File: config.mk
export PLATFORM = sky130hd
export DESIGN_NAME = bcl_channel
export DESIGN_NICKNAME = d
export VERILOG_FILES = /design/src/design/bcl_pkg.sv /design/src/design/bcl_channel.sv
export SDC_FILE = /design/constraint.sdc
export NUM_CORES = 1
export LEC_CHECK = 0
export BUFFER_PORTS_ARGS = -buffer_cell sky130_fd_sc_hd__buf_2
export CAP_MARGIN = 40
export CELL_PAD_IN_SITES_DETAIL_PLACEMENT = 1
export CELL_PAD_IN_SITES_GLOBAL_PLACEMENT = 2
export CORE_MARGIN = 1
export CORE_UTILIZATION = 32
export CTS_CLUSTER_SIZE = 24
export DETAILED_ROUTE_END_ITERATION = 6
export PLACE_DENSITY = 0.95
export SLEW_MARGIN = 20
export SYNTH_ARGS = -nofsm -noshare
export SYNTH_HDL_FRONTEND = slang
export SYNTH_SLANG_ARGS = --single-unit
File: constraint.sdc
create_clock -name clk -period 3 [get_ports clk]
set_input_delay 0.6 -clock clk [delete_from_list [all_inputs] [get_ports clk]]
set_output_delay 0.6 -clock clk [all_outputs]
set_load 0.02 [all_outputs]
File: src/design/bcl_pkg.sv
// Package: widths, reset values and carrier structs of the buffered capture latch
package bcl_pkg;
  localparam int          TIMER_WIDTH  = 16;
  localparam int          SYNC_STAGES  = 3;
  localparam logic [15:0] ZERO_COUNT   = 16'h0000;
  localparam logic [15:0] VALUE_RESET  = 16'h0000;
  localparam logic [1:0]  EDGE_NONE    = 2'h0;
  localparam logic [1:0]  EDGE_RISE    = 2'h1;
  localparam logic [1:0]  EDGE_FALL    = 2'h2;
  localparam logic [1:0]  EDGE_BOTH    = 2'h3;

  // Latch event sources from the modulus counter side
  typedef struct packed {
    logic        count_zero;
    logic        count_write;
    logic [15:0] count_wdata;
    logic        force_latch_bit;
  } bcl_latch_src_type;

  // Software read strobes for the two registers
  typedef struct packed {
    logic capture_read;
    logic holding_read;
  } bcl_read_type;

  // Channel configuration levels
  typedef struct packed {
    logic       latch_mode_select;
    logic       no_overwrite_bit;
    logic [1:0] edge_select;
  } bcl_cfg_type;
endpackage : bcl_pkg

File: src/design/bcl_channel.sv
// Buffered input-capture channel in latch mode with capture and holding registers
`timescale 1ns/1ps
// Contract
// [RULE_01] The channel behaves in latch mode whenever the latch mode select bit is 1.
// [RULE_02] Each valid input pin transition stores the main timer value into the capture register.
// [RULE_03] Each modulus counter reach of zero copies the capture register into the holding register.
// [RULE_04] A write of 0x0000 to the modulus counter also copies capture into holding.
// [RULE_05] A write to the force latch bit also copies capture into holding.
// [RULE_06] With no-overwrite clear, every capture replaces the capture register.
// [RULE_07] With no-overwrite clear, every latch event replaces the holding register.
// [RULE_08] With no-overwrite set, a capture is stored only if the capture register is empty.
// [RULE_09] The capture register becomes empty when read or when latched into holding.
// [RULE_10] The holding register becomes empty only when read.
// [RULE_11] With no-overwrite set, a latch updates holding only if holding is empty.
module bcl_channel
#(
  parameter int TIMER_WIDTH = bcl_pkg::TIMER_WIDTH
)
(
  input  wire logic                            clk,
  input  wire logic                            rst,
  input  wire logic                            capture_pin,
  input  wire logic [TIMER_WIDTH-1:0]          main_timer,
  input  wire bcl_pkg::bcl_cfg_type            cfg,
  input  wire bcl_pkg::bcl_latch_src_type      latch_src,
  input  wire bcl_pkg::bcl_read_type           rd,
  output logic [TIMER_WIDTH-1:0]               capture_value,
  output logic [TIMER_WIDTH-1:0]               holding_value,
  output logic                                 capture_full,
  output logic                                 holding_full,
  output logic                                 capture_event,
  output logic                                 latch_event
);

  // Synchroniser stages, edge history and qualified edges
  logic [bcl_pkg::SYNC_STAGES-1:0] pin_sync;
  logic                            pin_state;
  logic                            pin_settled;
  logic                            pin_rise;
  logic                            pin_fall;
  logic                            valid_edge;

  // Latch sources and acceptance
  logic                            count_zero_hit;
  logic                            zero_write_hit;
  logic                            force_hit;
  logic                            latch_req;
  logic                            capture_blocked;
  logic                            holding_blocked;
  logic                            do_capture;
  logic                            do_latch;

  // Emptying conditions of the two registers
  logic                            capture_empties;
  logic                            holding_empties;

  // Three-stage shift of the asynchronous pin
  always_ff @(posedge clk or posedge rst)
  begin
    if (rst)
    begin
      pin_sync <= '0;
    end
    else
    begin
      pin_sync <= {pin_sync[bcl_pkg::SYNC_STAGES-2:0], capture_pin};
    end
  end

  // Accepted pin level, moved once stages two and three agree
  always_ff @(posedge clk or posedge rst)
  begin
    if (rst)
    begin
      pin_state <= 1'b0;
    end
    else if (pin_settled)
    begin
      pin_state <= pin_sync[2];
    end
  end

  // Settled level differing from the accepted one is an edge
  assign pin_settled = (pin_sync[1] == pin_sync[2]);
  assign pin_rise    = pin_settled && pin_sync[2] && !pin_state;
  assign pin_fall    = pin_settled && !pin_sync[2] && pin_state;

  // Edge qualification against the selected polarity
  always_comb
  begin
    valid_edge = 1'b0;
    case (cfg.edge_select)
      bcl_pkg::EDGE_NONE:
      begin
        valid_edge = 1'b0;
      end
      bcl_pkg::EDGE_RISE:
      begin
        valid_edge = pin_rise;
      end
      bcl_pkg::EDGE_FALL:
      begin
        valid_edge = pin_fall;
      end
      bcl_pkg::EDGE_BOTH:
      begin
        valid_edge = pin_rise || pin_fall;
      end
      default:
      begin
        valid_edge = 1'b0;
      end
    endcase
  end

  // Latch sources: zero count, zero write, forced latch
  assign count_zero_hit = latch_src.count_zero; // RULE_03
  assign zero_write_hit = latch_src.count_write
                          && (latch_src.count_wdata == bcl_pkg::ZERO_COUNT); // RULE_04
  assign force_hit      = latch_src.force_latch_bit; // RULE_05

  // Latch events only count in latch mode
  assign latch_req = cfg.latch_mode_select && (count_zero_hit || zero_write_hit || force_hit); // RULE_01

  // Overwrite protection keeps unread values when no-overwrite is set
  assign capture_blocked = cfg.no_overwrite_bit && capture_full; // RULE_08
  assign holding_blocked = cfg.no_overwrite_bit && holding_full; // RULE_11
  assign do_capture      = valid_edge && !capture_blocked;       // RULE_06
  assign do_latch        = latch_req && !holding_blocked;        // RULE_07

  // Capture empties on a read or on a transfer to holding
  assign capture_empties = rd.capture_read || do_latch; // RULE_09

  // Holding empties only on a read
  assign holding_empties = rd.holding_read; // RULE_10

  // Capture register takes the main timer on an accepted edge
  always_ff @(posedge clk or posedge rst)
  begin
    if (rst)
    begin
      capture_value <= TIMER_WIDTH'(bcl_pkg::VALUE_RESET);
    end
    else if (do_capture)
    begin
      capture_value <= main_timer; // RULE_02
    end
  end

  // Capture full flag; a new capture wins over emptying
  always_ff @(posedge clk or posedge rst)
  begin
    if (rst)
    begin
      capture_full <= 1'b0;
    end
    else if (do_capture)
    begin
      capture_full <= 1'b1;
    end
    else if (capture_empties)
    begin
      capture_full <= 1'b0; // RULE_09
    end
  end

  // Holding register takes the old capture value on a latch
  always_ff @(posedge clk or posedge rst)
  begin
    if (rst)
    begin
      holding_value <= TIMER_WIDTH'(bcl_pkg::VALUE_RESET);
    end
    else if (do_latch)
    begin
      holding_value <= capture_value; // RULE_03
    end
  end

  // Holding full flag; a latch wins over a read
  always_ff @(posedge clk or posedge rst)
  begin
    if (rst)
    begin
      holding_full <= 1'b0;
    end
    else if (do_latch)
    begin
      holding_full <= 1'b1;
    end
    else if (holding_empties)
    begin
      holding_full <= 1'b0; // RULE_10
    end
  end

  // Capture pulse registered on the same edge as the store
  always_ff @(posedge clk or posedge rst)
  begin
    if (rst)
    begin
      capture_event <= 1'b0;
    end
    else
    begin
      capture_event <= do_capture;
    end
  end

  // Latch pulse registered on the same edge as the transfer
  always_ff @(posedge clk or posedge rst)
  begin
    if (rst)
    begin
      latch_event <= 1'b0;
    end
    else
    begin
      latch_event <= do_latch;
    end
  end

endmodule : bcl_channel

== Word-level counts from Yosys, hierarchy flattened ==
Index checks and enable logic that the tools add are counted.
Storage, ports and cells
  output and inout bits: 36
  logic and storage cells: 39
  bits in registers: 40
  input bits: 44
Cells by class
  reductions and logical operators: 22
  mux-type cells: 5
  equal/unequal tests: 4
Operator list (count)
  16-bit zero test: 1
  1-bit logical AND: 10
  2-bit equality test, second input constant: 2
  1-bit zero test: 4
  1-bit logical OR: 4
  1-bit two-way mux: 4
  1-bit one-hot mux with 4 select lines: 1
  2-bit nonzero test: 2
  2-bit by 1-bit equality test with 1-bit output, second input constant: 1
  2-bit zero test: 1
  1-bit equality test: 1

== Depth between registers and ports, before layout ==
  word-level depth: 9
  mapped depth: 7

== Worst setup path before layout ==
Ideal clock, no wire load.
  path kind: in2reg
  start: in latch_src[4] (netlist bit)
  end: reg holding_value[0]
  setup slack: 1.366 ns
  arrival: 1.495 ns
  stages: 5
  path through: nor4_2 -> nand2_2 -> buf_6 -> a221oi_2 -> o311ai_1
On the way
  cells in the longest elaborated chain, start to end: 6
RTL lines
  start, declared: RTL line bcl_channel.sv:25  | input wire bcl_pkg::bcl_latch_src_type latch_src,
  16-bit zero test: RTL line bcl_channel.sv:119  | && (latch_src.count_wdata == bcl_pkg::ZERO_COUNT);
  1-bit logical AND: RTL line bcl_channel.sv:119
  1-bit logical OR (2 in a row): RTL line bcl_channel.sv:123  | assign latch_req = cfg.latch_mode_select && (count_zero_hit || zero_write_hit || force_hit);
  1-bit logical AND: RTL line bcl_channel.sv:123
  1-bit logical AND: RTL line bcl_channel.sv:129  | assign do_latch = latch_req && !holding_blocked;
  end signal, assigned: RTL line bcl_channel.sv:172  | holding_value <= TIMER_WIDTH'(bcl_pkg::VALUE_RESET);
  end signal, assigned: RTL line bcl_channel.sv:176  | holding_value <= capture_value;
  end, declared: RTL line bcl_channel.sv:28  | output logic [TIMER_WIDTH-1:0] holding_value,
Every way passes these cells.
A chain may end at the register's enable or synchronous reset.

== Worst setup path in the final report ==
  start: in latch_src[5] (netlist bit)
  end: reg holding_value[6]
The elaborated chain is that of the path after synthesis.

==> flow_summary.ini <==
[synth]
synthCells = 206
syn_area_sq_mm = 0.002208
synth-seq-cells = 40
ys_warn_count = 0
synth_nets = 252
synth.avg_cell_area_sq_um = 10.72
yosysSeqAreaShare = 0.4533
ys_types = 29

[floorplanning]
die_width_um = 85.08
die-area_sq_mm = 0.007238
boundaryPins = 80
start_util = 0.3400
rows = 29
die_y_um = 85.08
coreArea_sq_mm = 0.006495

[worst_setup_path]
cp_data_arrival_time_ns = 1.89
startpoint = latch_src[5]
required_ns = 3.17
end_kind = register
start_kind = input port
crit_fanout = 22
r2r-start = pin_sync[1]
rrSetupSlack_ns = 1.40
crit_type = in -> reg

[layout]
syn_to_final_growth_pct = 24.31
utilization = 0.4227
num-nets-final = 330
final_cell_mix = buf_2, dfrtp_1, nand2_1, and2_1
diodes = 0
stdcell_area_sq_mm = 0.002745
layout.cells.most_common = buf_2
finalNonFillerCells = 359
layout-drive-gt1-share = 0.4504

[clock_tree]
numClockSinks = 40
htree_levels = 2
cts_setup_buffers = 0
cts_tree = yes
clock_latency_ns = 0.29
numCtsBuffers = 5
clk_pin_slew_ns = 0.08
cts_resized = 0
cts_root_buffer = clkbuf_8
hold_buffers = 0
clockBufferDepth = 2

[global_route]
grt_pass1_wl_um = 9425
overflow = 0
grt_pass1_vias = 1957
grt_use_total = 0.1643
grt_max_degree = 35
antenna_found_initial = 0

[job]
maxCapViolCount = 0

[route]
num_vias = 1883
post_drt_wl_per_cell_um = 15.61
ant_nets = 0
viasPerCell = 5.245
dr.first_iter.drc_count = 62
first_pass_iters = 4
drc_errors = 0
routed_wl_um = 5603

[timing]
tns_ns = 0
finClkSkew_ns = 0.005776
worst_pin_slew_ns = 0.4577
period_needed_ns = 1.718
setup_ws_ns = 1.282
fmax_mhz = 581.9
timing_hold_violations_final = 0
slew_violations = 0
slew_headroom = 0.6949
finalSetupViolCount = 0
grt_setup_unrepaired = false
period_share = 0.5728

[placement]
hpwl_um = 3900
placement.cell_area_sq_mm = 0.002656
gp_congestion = 0.7263
portBuffers = 79
place_inst = 353
dp_slack_ns = 0.7310

[power_and_ir_drop]
leakage_nw = 1.203
irDropWorstVdd_mv = 0.2485
power_density_mw_per_mm2 = 706.9

[hold_path]
hp-class = in -> async

[status]
status = finished, final reports clean
-- area by class of cell --
type	count	area (sq um)
Fill cell	770	3750
Inverter	9	33.78
Multi-Input combinational cell	141	1070
Clock buffer	5	68.82
Timing Repair Buffer	87	475.5
Tap cell	77	96.34
Sequential cell	40	1001
-- Yosys cell counts --
cell      count  area share
a21bo_1       1      0.0045
nor2_1        2      0.0034
buf_6         4       0.020
buf_4         1      0.0034
nor3_1        6       0.014
nand3_2       1      0.0045
o211ai_1      1      0.0034
nand3b_1      1      0.0034
inv_1         9       0.015
nor4b_2       1      0.0068
a21oi_1       1      0.0023
o21ai_0       7       0.016
nor4_2        2       0.011
a22o_1        1      0.0040
and2_1       17       0.048
a21boi_2      1      0.0051
ha_1          2       0.011
a22oi_2       1      0.0057
nand2_2       1      0.0028
o311ai_1     16       0.063
nand2_1      39       0.066
clkbuf_1      1      0.0017
nand3_1       1      0.0023
nor3b_1      11       0.037
dfrtp_1      40        0.45
buf_2        10       0.023
a221oi_2     16        0.11
nor2b_1       1      0.0028
mux2_2       11       0.056
-- worst max-delay path: stages --
cell and delay (ns):
buf_2 0.10, nor4b_2 0.28, nand3_2 0.28, buf_4 0.31
o311ai_1 0.31
-- report_power, final --
| group | total [mW] | internal, mW | switching (mW) |
|---|---|---|---|
| clock | 0.323 | 0.150 | 0.173 |
| sequential | 0.841 | 0.699 | 0.142 |
| combinational | 0.777 | 0.340 | 0.437 |
| total | 1.94 | 1.19 | 0.752 |
-- routing by layer --
metal,global-route usage,routed length (um)
met4,0.05085,74
met1,0.2007,2427
met2,0.2867,2793
met3,0.03891,308
met5,0,0
-- kinds of logic after synthesis --
kind of cell | Yosys count | share of synthesized area
flip-flops | 40 | 0.4533
AND/OR/NAND/NOR | 83 | 0.2028
adder cells (fa/ha/maj) | 2 | 0.01133
multiplexers | 11 | 0.05609
AO/OA/AOI/OAI | 45 | 0.2130
buffers and inverters | 25 | 0.06345
-- flip-flops by register name, indices dropped and copies added, names as in the netlist --
signal and cells:
pin_state 1, holding_full 1, pin_sync 3, latch_event 1, capture_event 1, capture_full 1, holding_value 16, capture_value 16
-- final timing paths --
kind,to,depth (start not counted)
min in group clk,pin_sync[1],0
min,capture_value[0],2
max reg2reg,capture_value[5],6
max,holding_value[6],5
min reg2reg,pin_sync[1],0
max in group asynchronous,pin_state,3
-- metrics by stage --
stage                     hold slack (ns)  power, mW
after global placement             0.3327      1.607
final                              0.2457      1.940
after global routing               0.2629      2.076
after CTS                          0.2539      1.970
after detailed placement           0.3373      1.641
after floorplan                    0.3312      1.356
Power figures use the tool's default switching activity.
